===== config.mk =====
export PLATFORM = sky130hd
export DESIGN_NAME = dma_request_ack_interface
export DESIGN_NICKNAME = d
export VERILOG_FILES = /design/src/logic/dma_req_pkg.sv /design/src/logic/dma_request_ack_interface.sv /design/src/logic/dma_sync2.sv /design/src/logic/dma_prio.sv
export SDC_FILE = /design/constraint.sdc
export NUM_CORES = 1
export LEC_CHECK = 0
export BUFFER_PORTS_ARGS = -buffer_cell sky130_fd_sc_hd__buf_4
export CORE_MARGIN = 3
export CORE_UTILIZATION = 38
export DETAILED_ROUTE_END_ITERATION = 8
export PLACE_DENSITY = 0.56
export SLEW_MARGIN = 20
export SYNTH_ARGS = -nofsm -noshare
export SYNTH_HDL_FRONTEND = slang
export SYNTH_SLANG_ARGS = --single-unit

===== constraint.sdc =====
create_clock -name mclk_i -period 2.46 [get_ports mclk_i]
set_input_delay 0.492 -clock mclk_i [delete_from_list [all_inputs] [get_ports mclk_i]]
set_output_delay 0.492 -clock mclk_i [all_outputs]
set_load 0.05 [all_outputs]

===== src/logic/dma_req_pkg.sv =====
// package: constants and types for the dma request/acknowledge block
`default_nettype none
package dma_req_pkg;
  localparam int num_ch = 8;
  localparam int ch4 = 4;
  localparam logic [2:0] ack_idle = 3'h4;
  // register indices (byte address = index * 4)
  localparam logic [3:0] reg_ctrl = 4'h0;
  localparam logic [3:0] reg_dma_mask = 4'h1;
  localparam logic [3:0] reg_status = 4'h2;
  localparam logic [3:0] reg_irq_mask = 4'h3;
  localparam logic [3:0] reg_count = 4'h4;
  localparam logic [3:0] reg_active = 4'h5;
  localparam logic [3:0] reg_swreq = 4'h6;
  // ctrl fields
  localparam int ctrl_interrupt_request_nine_level = 0;
  localparam int ctrl_eop_sync = 1;
  localparam int ctrl_interrupt_request_nine_mask = 2;
  // status bits
  localparam int st_tc = 0;
  localparam int st_eop_ext = 1;
  localparam int st_interrupt_request_nine = 2;
  localparam int st_grant = 3;
  localparam int st_w = 4;
  localparam logic [7:0] dma_mask_rst = 8'h10;
  localparam logic [15:0] count_rst = 16'h0003;
  typedef enum logic [4:0] {
    st_idle = 5'b00001,
    st_hold = 5'b00010,
    st_req = 5'b00100,
    st_tgt = 5'b01000,
    st_done = 5'b10000
  } dma_state_t;
  typedef struct packed {
    logic [3:0] addr;
    logic [31:0] wdata;
    logic wr;
    logic rd;
  } reg_req_t;
endpackage : dma_req_pkg
`default_nettype wire


===== src/logic/dma_request_ack_interface.sv =====
// dma request, acknowledge and end-of-process interface
//
// Decided for this implementation: the plain strobed port and the placing of the registers.
`default_nettype none
module dma_request_ack_interface (
  input wire logic mclk_i,
  input wire logic sys_rst_i,
  input wire logic [7:0] channel_service_request_i,
  input wire logic shared_channel4_request_pin_i,
  input wire logic shared_channel4_pin_oe_i,
  input wire logic end_of_process_line_i,
  input wire logic bus_hold_acknowledge_i,
  input wire dma_req_pkg::reg_req_t reg_req_i,
  output logic [31:0] reg_rdata_o,
  output logic hold_request_o,
  output logic [2:0] encoded_channel_acknowledge_o,
  output logic end_of_process_line_o,
  output logic end_of_process_line_oe_o,
  output logic interrupt_request_nine_o,
  output logic irq_o
);
  import dma_req_pkg::*;

  logic [7:0] req_raw;
  logic [7:0] req_sync;
  logic eop_n_sync;
  logic eop_n_async_reg;
  logic eop_n_sel;
  logic [2:0] ctrl_reg;
  logic [7:0] dma_mask_reg;
  logic [7:0] swreq_reg;
  logic [st_w-1:0] status_reg;
  logic [st_w-1:0] status_set;
  logic [st_w-1:0] irq_mask_reg;
  logic [15:0] count_reg;
  logic [15:0] remain_reg;
  logic [7:0] eligible;
  logic any_req;
  logic [2:0] win_ch;
  logic [2:0] act_ch_reg;
  logic act_valid_reg;
  dma_state_t state_reg;
  logic interrupt_request_nine_sync_d_reg;
  logic interrupt_request_nine_pend_reg;
  logic interrupt_request_nine_active;
  logic last_access;
  logic eop_ext;

  // pad with pull-up: undriven pin reads high
  always_comb begin
    req_raw = channel_service_request_i;
    req_raw[ch4] = shared_channel4_pin_oe_i ? shared_channel4_request_pin_i
                                            : 1'b1;
  end

  // all sync on mclk_i
  // channel 4 idles high after reset, so no false irq nine edge
  dma_sync2 #(.width(num_ch), .rst_val(8'h01 << ch4)) u_req_sync (
    .mclk_i(mclk_i),
    .sys_rst_i(sys_rst_i),
    .d_i(req_raw),
    .q_o(req_sync)
  );

  dma_sync2 #(.width(1), .rst_val(1'b1)) u_eop_sync (
    .mclk_i(mclk_i),
    .sys_rst_i(sys_rst_i),
    .d_i(end_of_process_line_i),
    .q_o(eop_n_sync)
  );

  // async mode: one extra stage after sync, sync mode: synchroniser output
  always_ff @(posedge mclk_i) begin
    if (sys_rst_i) begin
      eop_n_async_reg <= 1'b1;
    end else begin
      eop_n_async_reg <= eop_n_sync;
    end
  end
  assign eop_n_sel = ctrl_reg[ctrl_eop_sync] ? eop_n_sync
                                             : eop_n_async_reg;
  // external end only counts while we are not driving the line
  assign eop_ext = !eop_n_sel && !end_of_process_line_oe_o
                   && (state_reg == st_req || state_reg == st_tgt);

  // dma path masked apart from irq path
  assign eligible = (req_sync | swreq_reg) & ~dma_mask_reg;

  dma_prio u_prio (
    .req_i(eligible),
    .any_o(any_req),
    .ch_o(win_ch)
  );

  assign last_access = (remain_reg == 16'h0001);

  // transfer sequencing
  always_ff @(posedge mclk_i) begin
    if (sys_rst_i) begin
      state_reg <= st_idle;
      act_ch_reg <= 3'h0;
      act_valid_reg <= 1'b0;
      remain_reg <= 16'h0000;
    end else begin
      unique case (state_reg)
        st_idle: begin
          if (any_req) begin
            act_ch_reg <= win_ch;
            act_valid_reg <= 1'b1;
            remain_reg <= count_reg;
            state_reg <= st_hold;
          end
        end
        st_hold: begin
          if (bus_hold_acknowledge_i) begin
            state_reg <= st_req;
          end
        end
        st_req: begin
          state_reg <= eop_ext ? st_done : st_tgt;
        end
        st_tgt: begin
          if (eop_ext || last_access) begin
            state_reg <= st_done;
          end else begin
            remain_reg <= remain_reg - 16'h0001;
            state_reg <= st_req;
          end
        end
        st_done: begin
          act_valid_reg <= 1'b0;
          state_reg <= st_idle;
        end
      endcase
    end
  end

  // pin outputs
  always_ff @(posedge mclk_i) begin
    if (sys_rst_i) begin
      hold_request_o <= 1'b0;
      encoded_channel_acknowledge_o <= ack_idle;
      end_of_process_line_o <= 1'b1;
      end_of_process_line_oe_o <= 1'b0;
    end else begin
      hold_request_o <= (state_reg == st_idle && any_req)
                        || state_reg == st_hold
                        || state_reg == st_req
                        || state_reg == st_tgt;
      // channel 4 never gets a code; st_tgt gives idle
      if (((state_reg == st_hold && bus_hold_acknowledge_i)
          || (state_reg == st_tgt && !eop_ext && !last_access))
          && act_ch_reg != 3'(ch4)) begin
        encoded_channel_acknowledge_o <= act_ch_reg;
      end else begin
        encoded_channel_acknowledge_o <= ack_idle;
      end
      // low through the requester access that is the last one
      if ((state_reg == st_hold && bus_hold_acknowledge_i
           && count_reg == 16'h0001)
          || (state_reg == st_tgt && !eop_ext
              && remain_reg == 16'h0002)) begin
        end_of_process_line_o <= 1'b0;
        end_of_process_line_oe_o <= 1'b1;
      end else begin
        end_of_process_line_o <= 1'b1;
        end_of_process_line_oe_o <= 1'b0;
      end
    end
  end

  // interrupt nine, active low pin, edge or level
  always_ff @(posedge mclk_i) begin
    if (sys_rst_i) begin
      interrupt_request_nine_sync_d_reg <= 1'b1;
      interrupt_request_nine_pend_reg <= 1'b0;
    end else begin
      interrupt_request_nine_sync_d_reg <= req_sync[ch4];
      if (interrupt_request_nine_sync_d_reg && !req_sync[ch4]) begin
        interrupt_request_nine_pend_reg <= 1'b1;
      end else if (req_sync[ch4]) begin
        interrupt_request_nine_pend_reg <= 1'b0;
      end
    end
  end
  assign interrupt_request_nine_active = ctrl_reg[ctrl_interrupt_request_nine_level] ? !req_sync[ch4]
                                                 : interrupt_request_nine_pend_reg;

  always_ff @(posedge mclk_i) begin
    if (sys_rst_i) begin
      interrupt_request_nine_o <= 1'b0;
    end else begin
      interrupt_request_nine_o <= interrupt_request_nine_active
                                  && !ctrl_reg[ctrl_interrupt_request_nine_mask];
    end
  end

  // status events
  always_comb begin
    status_set = '0;
    status_set[st_tc] = state_reg == st_tgt && last_access && !eop_ext;
    status_set[st_eop_ext] = eop_ext;
    status_set[st_interrupt_request_nine] = interrupt_request_nine_active && !ctrl_reg[ctrl_interrupt_request_nine_mask];
    status_set[st_grant] = state_reg == st_hold && bus_hold_acknowledge_i;
  end

  // register writes
  always_ff @(posedge mclk_i) begin
    if (sys_rst_i) begin
      ctrl_reg <= 3'h0;
      dma_mask_reg <= dma_mask_rst;
      irq_mask_reg <= '0;
      count_reg <= count_rst;
      swreq_reg <= 8'h00;
    end else begin
      if (state_reg == st_done) begin
        swreq_reg[act_ch_reg] <= 1'b0;
      end
      if (reg_req_i.wr) begin
        unique case (reg_req_i.addr)
          reg_ctrl: ctrl_reg <= reg_req_i.wdata[2:0];
          reg_dma_mask: dma_mask_reg <= reg_req_i.wdata[7:0];
          reg_irq_mask: irq_mask_reg <= reg_req_i.wdata[st_w-1:0];
          reg_count: count_reg <= reg_req_i.wdata[15:0];
          reg_swreq: swreq_reg <= swreq_reg | reg_req_i.wdata[7:0];
          default: ;
        endcase
      end
    end
  end

  // sticky status, set wins over write-one-to-clear
  always_ff @(posedge mclk_i) begin
    if (sys_rst_i) begin
      status_reg <= '0;
    end else if (reg_req_i.wr && reg_req_i.addr == reg_status) begin
      status_reg <= (status_reg & ~reg_req_i.wdata[st_w-1:0]) | status_set;
    end else begin
      status_reg <= status_reg | status_set;
    end
  end

  always_ff @(posedge mclk_i) begin
    if (sys_rst_i) begin
      irq_o <= 1'b0;
    end else begin
      irq_o <= |((status_reg | status_set) & ~irq_mask_reg);
    end
  end

  // read data, one cycle after strobe, zero otherwise
  always_ff @(posedge mclk_i) begin
    if (sys_rst_i) begin
      reg_rdata_o <= 32'h0;
    end else if (reg_req_i.rd) begin
      unique case (reg_req_i.addr)
        reg_ctrl: reg_rdata_o <= {29'h0, ctrl_reg};
        reg_dma_mask: reg_rdata_o <= {24'h0, dma_mask_reg};
        reg_status: reg_rdata_o <= {28'h0, status_reg};
        reg_irq_mask: reg_rdata_o <= {28'h0, irq_mask_reg};
        reg_count: reg_rdata_o <= {16'h0, count_reg};
        reg_active: reg_rdata_o <= {4'h0, remain_reg[10:0], state_reg,
                                    req_sync, act_valid_reg, act_ch_reg};
        reg_swreq: reg_rdata_o <= {24'h0, swreq_reg};
        default: reg_rdata_o <= 32'h0;
      endcase
    end else begin
      reg_rdata_o <= 32'h0;
    end
  end
endmodule : dma_request_ack_interface
`default_nettype wire


===== src/logic/dma_sync2.sv =====
// two flip-flop synchroniser bank
`default_nettype none
module dma_sync2 #(
  parameter int width = 1,
  parameter logic [width-1:0] rst_val = '0
) (
  input wire logic mclk_i,
  input wire logic sys_rst_i,
  input wire logic [width-1:0] d_i,
  output logic [width-1:0] q_o
);
  logic [width-1:0] meta_reg;
  always_ff @(posedge mclk_i) begin
    if (sys_rst_i) begin
      meta_reg <= rst_val;
      q_o <= rst_val;
    end else begin
      meta_reg <= d_i;
      q_o <= meta_reg;
    end
  end
endmodule : dma_sync2
`default_nettype wire


===== src/logic/dma_prio.sv =====
// fixed priority resolver, lowest index wins
`default_nettype none
module dma_prio (
  input wire logic [7:0] req_i,
  output logic any_o,
  output logic [2:0] ch_o
);
  always_comb begin
    any_o = 1'b0;
    ch_o = 3'h0;
    for (int i = 7; i >= 0; i--) begin
      if (req_i[i]) begin
        any_o = 1'b1;
        ch_o = 3'(i);
      end
    end
  end
endmodule : dma_prio
`default_nettype wire


==> flow_summary.json <==
{
  "grt_pass1_vias": 4602,
  "p_leak_nw": 2.60,
  "vias": 4931,
  "avgRoutedWirePerCell_um": 17.9,
  "dp_cells": 848,
  "grt_max_degree": 85,
  "fp.coreArea_um2": 13600,
  "synth_flop_cell": "dfxtp_1",
  "synth_top_area_cell": "dfxtp_1",
  "largest_register_ffs": 28,
  "post_drt_via_cell_ratio": 5.60,
  "num_io_pins": 92,
  "startpoint_type": "flip-flop",
  "yosys-top-cells-area": "dfxtp_1 46%, a21oi_1 7.3%, nand2_1 5.4%, a22oi_1 3.2%, nor2_1 3.1%",
  "worstMarginPinSlew_ns": 0.596,
  "cts_buffers": 17,
  "antenna_found_initial": 0,
  "clock_latency_ns": 0.42,
  "critical_path.max_stage_delay_ns": 0.67,
  "grt_pass1_wl_um": 24900,
  "maxSlewViolCount": 0,
  "rsz0062_at_grt": "no",
  "irDropWorstVdd_uv": 454,
  "drt_pass1_iterations": 5,
  "r2r-start": "remain_reg[1]",
  "path_buf_inv": 1,
  "cts_sinks": 125,
  "synth-edff-count": 0,
  "clk_pin_slew_worst_paths_ns": 0.05,
  "hp-start": "end_of_process_line_i",
  "highest_layer": "met4",
  "first_iter_violations": 696,
  "cpMaxStageDelayCell": "or4b_2",
  "htree_levels": 4,
  "dp_hpwl_um": 11000,
  "r2r_end": "remain_reg[12]",
  "synth_top_area_share_pct": 46.5,
  "fin_tns_setup_ns": 0,
  "finalWirelength_um": 15700,
  "syn_area_per_cell_um2": 8.63,
  "arrival_ns": 2.52,
  "hold_class": "in2reg",
  "fp-row-count": 42,
  "period_share_pct": 89.1,
  "powerDensity_nw_per_um2": 806,
  "die_y_um": 125,
  "route.met2.wl_um": 6990,
  "area_delta_synth_final_pct": 25.9,
  "final_cells": 880,
  "yosysWarnings": 0,
  "place.gp.congestion": 0.877,
  "drc": 0,
  "detail-route-antenna-nets": 0,
  "crit_chain": "inv_1 > ha_1 > or4b_2 > nor2_2 > nand3_1 > a21boi_0 > o32ai_2",
  "fillers": 1308,
  "setup_viol": 0,
  "skew_ns": 0.00589,
  "diodes": 0,
  "cts_buffer_depth": 2,
  "finalHoldViolCount": 0,
  "seq_area_um2": 2500,
  "dr_wl_met3_um": 1150,
  "design.die.area_um2": 15600,
  "maxCapViolCount": 0,
  "endpoint_kind": "flip-flop",
  "overflow": 0,
  "initial_core_util_pct": 39.7,
  "numPortBuffers": 70,
  "whs_endpoint": "u_eop_sync.meta_reg",
  "ff2ff_path_depth": 7,
  "syn-cell-area_um2": 5380,
  "die_x_um": 125,
  "crit_path_start": "remain_reg[1]",
  "synth_cell_types": 66,
  "relSlewSlack_pct": 60.0,
  "met1_length_um": 7260,
  "layout_common_cells": "125 x dfxtp_1, 90 x buf_4, 79 x a21oi_1, 77 x nand2_1, 43 x nor2_1",
  "crit_family": "simple AND/OR/NAND/NOR gates",
  "nets": 746,
  "layout_commonest_cell": "dfxtp_1",
  "async_reset_ff_share_pct": 0,
  "outcome": "finished clean",
  "crit_fanout": 7,
  "critPathKind": "reg2reg",
  "seq_area_frac_synth_pct": 46.5,
  "period_minus_slack_ns": 2.19,
  "ys_seq_elements": 125,
  "reg2reg_setup_slack_ns": 0.27,
  "cts_tree": "yes",
  "fmax_ghz": 0.456,
  "worst_ep_required_time_ns": 2.79,
  "hold_path_depth": 2,
  "multi_input_area_um2": 2620,
  "syn_inst": 624,
  "clockRootBuffer": "clkbuf_16",
  "grtUsageTotal_pct": 19.9,
  "layout-drive-gt1-share_pct": 21.2,
  "fin_area_um2": 6780,
  "placed_cell_area_um2": 6080
}
==> worst max path at each step <==
stage | to | slack, ns | depth (start not counted)
final | remain_reg[12] | 0.27 | 7
after global routing | remain_reg[12] | 0.11 | 7
after CTS | remain_reg[12] | 0.16 | 7
after detailed placement | remain_reg[12] | 0.18 | 7
after global placement | remain_reg[12] | 0.20 | 7
after floorplan | swreq_reg[0] | 0.42 | 8
==> power by group <==
group	switching [mW]	total [mW]	internal (mW)
Combinational	0.274	0.439	0.165
Clock	0.901	2.90	2.00
Sequential	0.0465	2.12	2.07
Total	1.22	5.46	4.24
==> logic make-up (layout without fill, tap and decap cells) <==
group	after synthesis	after routing	synth area share, %
adders and majority gates	3	3	0.697
muxes	6	6	1.14
buffers and inverters	59	136	5.14
AOI/OAI and AO/OA	180	180	22.6
and+or+nand+nor	248	248	23.5
xor gates and xnor gates	2	2	0.325
DFF	125	125	46.5
other	1	4	0.0697
==> layout make-up <==
type                    count  area share, %
multi-input cells         443           38.6
clock inverters            11           3.10
well taps                 176           3.25
repair buffers             91           10.3
clock buffers              21           7.09
inverters                  13          0.720
flip-flops and latches    125           36.9
==> cell usage after synthesis, types with 2 or more instances <==
master    instances
dfxtp_1         125
a21oi_1          79
nand2_1          77
nor2_1           44
clkbuf_1         30
nand3_1          27
a22oi_1          23
and2_1           19
nor2b_1          16
inv_1            13
o21ai_0          12
o21bai_1         11
nor3_1           10
o32ai_2           8
nor4_1            7
and3_1            6
or2_2             6
a21o_1            5
a31oi_1           5
buf_2             5
buf_4             5
mux2i_1           5
nand4_1           5
o31ai_1           5
o32ai_1           5
or3_1             5
a211oi_1          4
a21boi_0          4
a311oi_1          4
buf_6             4
nand2b_1          4
nor3b_1           4
ha_1              3
nand3b_1          3
o211ai_1          3
buf_1             2
or4_1             2
==> layer usage <==
metal | vias to the layer above | global-route usage, %
li1 | 2349 | -
met1 | 2335 | 27.6
met2 | 221 | 29.8
met3 | 26 | 4.86
met4 | 0 | 8.35
met5 | - | 0
==> what timing repair did <==
item | in CTS | in global routing
setup endpoints to repair | 0 | 3
buffers inserted | 0 | 0
hold buffers | 0 | 0
gates resized for setup | 0 | 1
==> per-stage QoR <==
step	hold slack, ns	utilization [%]	setup slack (ns)	power [mW]
finish	0.263	50.0	0.267	5.46
global route	0.250	50.0	0.115	5.63
CTS	0.251	50.0	0.157	5.49
detailed placement	0.399	44.9	0.176	2.59
global placement	0.403	44.9	0.199	2.59
floorplan	0.389	-	0.416	2.45
No activity file was read; power rests on OpenSTA's default activity.
